$ cat src/logic/sec_cfg.svh
`ifndef SEC_CFG_SVH
`define SEC_CFG_SVH
// register byte offsets
`define SEC_OF_SRC  8'h00
`define SEC_OF_OUT  8'h04
`define SEC_OF_PID  8'h08
`define SEC_OF_UNIT 8'h0C
`define SEC_OF_ALM  8'h10
`define SEC_OF_STAT 8'h14
`define SEC_OF_IST  8'h18
`define SEC_OF_IMSK 8'h1C
`define SEC_OF_CTRL 8'h20
// reset values
`define SEC_RST_PB  8'h10
`define SEC_RST_TI  8'h40
// error codes
`define SEC_E_NONE  8'h00
`define SEC_E_SAME1 8'h01
`define SEC_E_SAME2 8'h02
`define SEC_E_DIF   8'h03
`define SEC_E_COOL  8'h04
`define SEC_E_FMT   8'h05
`define SEC_E_ALM   8'h06
`define SEC_E_DWL   8'h07
`define SEC_E_FUNC  8'h0A
`define SEC_E_RNG   8'h0B
`define SEC_E_NEX   8'h0C
`define SEC_E_RO    8'h0E
`define SEC_E_VAL   8'h0F
`define SEC_E_TUNE  8'h1A
// host link
`define SEC_FN_RD   8'h03
`define SEC_FN_WR   8'h06
`define SEC_CA_STAT 8'h0A
`define SEC_CA_TOP  8'h0F
// alarm function codes
`define SEC_AF_NONE 4'h0
`define SEC_AF_DWL  4'h1
`define SEC_AF_DLO  4'h2
`define SEC_AF_DHI  4'h5
`endif

$ cat src/logic/sec_pkg.sv
package sec_pkg;
    typedef enum logic [1:0] {
        SEC_PV_ONE, SEC_PV_TWO, SEC_PV_D12, SEC_PV_D21
    } sec_pv_t;
    typedef enum logic [1:0] {
        SEC_SP_LOC, SEC_SP_ONE, SEC_SP_TWO, SEC_SP_RSV
    } sec_sp_t;
    typedef enum logic [1:0] {
        SEC_O2_NONE, SEC_O2_COOL, SEC_O2_ALM, SEC_O2_RSV
    } sec_o2_t;
    typedef struct packed {
        logic [7:0] code;
    } sec_su_st_t;
    typedef struct packed {
        logic        rv;
        logic [7:0]  rc;
        logic [15:0] rd;
        logic        we;
        logic [3:0]  wa;
        logic [15:0] wd;
    } sec_cm_st_t;
    typedef struct packed {
        logic        wreq;
        logic [31:0] rdata;
        logic [1:0]  pvs, sps, role2;
        logic        dir;
        logic [7:0]  band1, band2, integ1, integ2;
        logic [1:0]  unit1, unit2, dec1, dec2;
        logic [3:0]  afn1, afn2;
        logic        prot, tune;
        logic [2:0]  ist, imsk;
        logic        irq, alm;
        logic [7:0]  code, prev, comm;
    } sec_top_st_t;
endpackage

$ cat src/logic/sec_setup_check.sv
`timescale 1ns/10ps
`include "sec_cfg.svh"
module sec_setup_check
    import sec_pkg::*;
(
    // clock and reset
    input  logic       clk,
    input  logic       rstn,
    // configuration
    input  logic [1:0] process_value_source,
    input  logic [1:0] setpoint_source,
    input  logic [1:0] second_output_role,
    input  logic       direct_action,
    input  logic [7:0] proportional_band_one,
    input  logic [7:0] proportional_band_two,
    input  logic [7:0] integral_time_one,
    input  logic [7:0] integral_time_two,
    input  logic [1:0] input_one_unit,
    input  logic [1:0] input_two_unit,
    input  logic [1:0] input_one_decimal_places,
    input  logic [1:0] input_two_decimal_places,
    input  logic [3:0] alarm_one_function,
    input  logic [3:0] alarm_two_function,
    // result
    output logic [7:0] setup_code
);
    sec_su_st_t s_q, s_d;
    logic       pv_dif, sp_in, a1_dual, a2_dual, fmt_ne, no_pid;

    always_comb begin
        pv_dif  = (process_value_source == SEC_PV_D12) |
                  (process_value_source == SEC_PV_D21);
        sp_in   = (setpoint_source == SEC_SP_ONE) |
                  (setpoint_source == SEC_SP_TWO);
        a1_dual = (alarm_one_function >= `SEC_AF_DLO) &
                  (alarm_one_function <= `SEC_AF_DHI);
        a2_dual = (alarm_two_function >= `SEC_AF_DLO) &
                  (alarm_two_function <= `SEC_AF_DHI);
        fmt_ne  = (input_one_unit != input_two_unit) |
            (input_one_decimal_places != input_two_decimal_places);
        no_pid  = (proportional_band_one == 8'h00) |
                  (proportional_band_two == 8'h00) |
                  (integral_time_one == 8'h00) |
                  (integral_time_two == 8'h00);
        s_d = s_q;
        // lowest code wins
        if (process_value_source == SEC_PV_ONE &&
            setpoint_source == SEC_SP_ONE) begin
            s_d.code = `SEC_E_SAME1;
        end else if (process_value_source == SEC_PV_TWO &&
            setpoint_source == SEC_SP_TWO) begin
            s_d.code = `SEC_E_SAME2;
        end else if (pv_dif && sp_in) begin
            s_d.code = `SEC_E_DIF;
        end else if (second_output_role == SEC_O2_COOL &&
            (direct_action || no_pid)) begin
            s_d.code = `SEC_E_COOL;
        end else if (fmt_ne &&
            (pv_dif || sp_in || a1_dual || a2_dual)) begin
            s_d.code = `SEC_E_FMT;
        end else if (second_output_role == SEC_O2_ALM &&
            alarm_two_function == `SEC_AF_NONE) begin
            s_d.code = `SEC_E_ALM;
        end else if (alarm_one_function == `SEC_AF_DWL &&
            alarm_two_function == `SEC_AF_DWL) begin
            s_d.code = `SEC_E_DWL;
        end else begin
            s_d.code = `SEC_E_NONE;
        end
    end

    always_ff @(posedge clk or negedge rstn) begin
        if (!rstn) begin
            s_q <= '0;
        end else begin
            s_q <= s_d;
        end
    end

    assign setup_code = s_q.code;
endmodule

$ cat config.mk
export PLATFORM = sky130hd
export DESIGN_NAME = sec_setup_check
export DESIGN_NICKNAME = d
export VERILOG_FILES = /design/src/logic/sec_pkg.sv /design/src/logic/sec_setup_check.sv
export VERILOG_INCLUDE_DIRS = /design/src /design/src/logic
export SDC_FILE = /design/constraint.sdc
export NUM_CORES = 1
export LEC_CHECK = 0
export BUFFER_PORTS_ARGS = -buffer_cell sky130_fd_sc_hd__buf_2
export CAP_MARGIN = 20
export CELL_PAD_IN_SITES_DETAIL_PLACEMENT = 1
export CELL_PAD_IN_SITES_GLOBAL_PLACEMENT = 1
export CORE_ASPECT_RATIO = 0.75
export CORE_MARGIN = 8
export CORE_UTILIZATION = 18
export DETAILED_ROUTE_END_ITERATION = 8
export GPL_ROUTABILITY_DRIVEN = 0
export PLACE_DENSITY_LB_ADDON = 0.1
export SLEW_MARGIN = 20
export SYNTH_ARGS = -nofsm -noshare
export SYNTH_HDL_FRONTEND = slang
export SYNTH_SLANG_ARGS = --single-unit
$ cat constraint.sdc
create_clock -name clk -period 0.95 [get_ports clk]
set_input_delay 0.0475 -clock clk [delete_from_list [all_inputs] [get_ports clk]]
set_output_delay 0.0475 -clock clk [all_outputs]
set_load 0.02 [all_outputs]
==> results.tsv <==
stage	metric	value	unit
outcome	status	finished, violations left	
outcome	violations	negative setup slack	
power	p_leak	0.0004555	uW
floorplan	ios	65	
logic_synthesis	synth_seq_area_share	0.1709	
detailed_routing	vias_per_cell	4.202	
setup_path	crit_required	1.06	ns
grt	grtUsageMet1	0.09204	
place	io_buffers	59	
place	dpl.hpwl	2048	um
cts	clk_pin_slew	0.04	ns
setup_path	cpMaxStageDelayCell	or4_4	
timing	setup_slack	-0.1415	ns
floorplan	die_x	73.04	um
setup_path	critPathTopFamily	simple AND/OR/NAND/NOR gates	
timing	min_period	1.091	ns
setup_path	setup.worst_path.start_class	input pin	
layout	layout.nets	189	
layout	multi_input_area	374.1	um^2
logic_synthesis	synthArstFlopShare	1.000	
min_path	hp-class	in2async	
setup_path	critical_path_arrival	1.20	ns
grt	grt_pass1_vias	822	
grt	grt.busiest_layer	met2	
cts	post-cts-setup-buffer-count	0	
timing	fin_setup_tns	-0.2978	ns
setup_path	crit_buf_inv	1	
timing	post-route-period-util	1.149	
logic_synthesis	synth.avg_cell_area	7.320	um^2
timing	setup_viol	3	
setup_path	cp-startpoint	integral_time_one[2]	
logic_synthesis	synth_area	439.2	um^2
timing	rsz0062_at_grt	true	
detailed_routing	routed_wl	2171	um
setup_path	worstPathCellList	buf_6 -> or4_4 -> nor2_4 -> o311ai_4 -> a211o_1	
layout	area_growth	102.6	%
logic_synthesis	synth-seq-cells	3	
logic_synthesis	synth_top_area_frac	0.1709	
logic_synthesis	synth_common_cells	6 x nor2_1, 6 x nor4_1, 6 x xnor2_1	
floorplan	die_area	4293	um^2
grt	grt_util_met2	0.2135	
grt	track_usage	0.1040	
layout	fin_cells	163	
timing	slew_viol_final	0	
layout	largest_reg_flops	3	
logic_synthesis	ys_types	27	
floorplan	rows	15	
run	max_cap_violations	0	
detailed_routing	drc	0	
setup_path	crit_path_end_kind	register	
grt	gr-total-overflow	0	
grt	antenna_found_initial	0	
cts	htree_num_levels	1	
setup_path	crit_path_end	setup_code[0]	
cts	cts_tree	built	
cts	cts-root-buf	clkbuf_4	
cts	clk_path_buf_depth	2	
floorplan	die_y	58.78	um
cts	cts.sinks	3	
grt	grt_max_degree	5	
layout	ff_latch_area	75.07	um^2
place	dp_cells	158	
timing	hold_viol_final	0	
layout	antenna_cells	0	
detailed_routing	routedWlPerCell	13.32	um
floorplan	core_area	2308	um^2
grt	grt_util_met3	0.02881	
logic_synthesis	synthTopCellsByArea	dfrtp_1 17%, xnor2_1 12%, buf_4 8.5%, nor4_1 8.5%, ha_1 5.7%	
power	ir_worst_vdd	0.2002	mV
detailed_routing	drt_pass1_iterations	4	
setup_path	slowest_delay	0.53	ns
layout	drive_above_1_share	0.5891	
logic_synthesis	synth_largest_area_cell	dfrtp_1	
setup_path	path_class	in2reg	
timing	fmax	916.2	MHz
power	power-per-cell-area	794.9	nW/um^2
logic_synthesis	synthCells	60	
floorplan	initial_core_util	0.1902	
grt	grt_pass1_wl	3505	um
detailed_routing	postRouteAntennaNets	0	
detailed_routing	first_iter_violations	24	
detailed_routing	via_count	685	
logic_synthesis	synth_edf_count	0	
logic_synthesis	yosys_warnings	0	
setup_path	crit_cells	5	
layout	fillerInstances	311	
logic_synthesis	synth-main-ff-cell	dfrtp_1	
cts	cts_buffers	3	
setup_path	worst-path-max-fanout	3	
[report_power, final]
part	leakage (uW)	switching, uW	internal, uW
clock	0.0000150	66.4	157
combinational	0.000406	156	180
sequential	0.0000342	2.63	144
total	0.000455	225	482
[cell families after synthesis]
| group | count (synthesis) | synth area share |
|---|---|---|
| AO/OA/AOI/OAI | 11 | 0.1795 |
| XOR/XNOR | 6 | 0.1197 |
| adder cells (fa/ha/maj) | 2 | 0.05697 |
| buffers and inverters | 9 | 0.1197 |
| flip-flops | 3 | 0.1709 |
| other | 1 | 0.008539 |
| AND/OR/NAND/NOR | 28 | 0.3448 |
[placed cells by master, fill, tap and decap left out, types with 2 or more instances in the layout]
master,count
conb_1,5
or4_4,2
nor2_1,5
nor4_1,6
dfrtp_1,3
nand2_1,4
inv_1,4
buf_4,6
buf_2,58
clkbuf_4,3
nor3_1,3
xnor2_1,6
ha_1,2
a21oi_1,3
[worst min path at each step]
stage,from,end,slack (ns),cells past startpoint
after detailed placement,rstn,setup_code[1],-0.16,1
after CTS,rstn,setup_code[0],0.13,2
after global routing,second_output_role[0],setup_code[2],0.15,3
after global placement,rstn,setup_code[1],-0.16,1
final,rstn,setup_code[1],0.15,2
after floorplan,rstn,setup_code[0],-0.25,0
[per-stage QoR]
| step | hold WS [ns] | cell area (um^2) | power [uW] | setup WS (ns) | util |
|---|---|---|---|---|---|
| floorplan | -0.2481 | 464.2 | 293.4 | -0.2134 | - |
| global placement | -0.1567 | 809.5 | 451.3 | -0.3838 | 0.3507 |
| detailed placement | -0.1557 | 809.5 | 462.9 | -0.3923 | 0.3507 |
| CTS | 0.1286 | 878.3 | 714.5 | -0.1237 | 0.3805 |
| global route | 0.1533 | 889.6 | 766.7 | -0.1505 | 0.3854 |
| finish | 0.1457 | 889.6 | 707.2 | -0.1415 | 0.3854 |
[cell type report]
type,instances,share of cell area
Tap cell,34,0.04782
Clock buffer,4,0.02954
Multi-Input combinational cell,52,0.4205
Timing Repair Buffer,66,0.4008
Inverter,4,0.01688
Sequential cell,3,0.08439
[timing repair]
action	4_1_cts	5_1_grt
resized for setup	5	2
endpoints found under the setup margin	3	3
hold buffers	1	0
pin swaps	3	1
cloned	0	0
endpoints found under the hold margin	3	0
[layer usage]
layer | routed length (um) | vias up
met5 | 0 | -
met4 | 25 | 0
met3 | 121 | 4
met2 | 1283 | 21
met1 | 741 | 311
li1 | - | 349
Power figures use the tool's default switching activity.
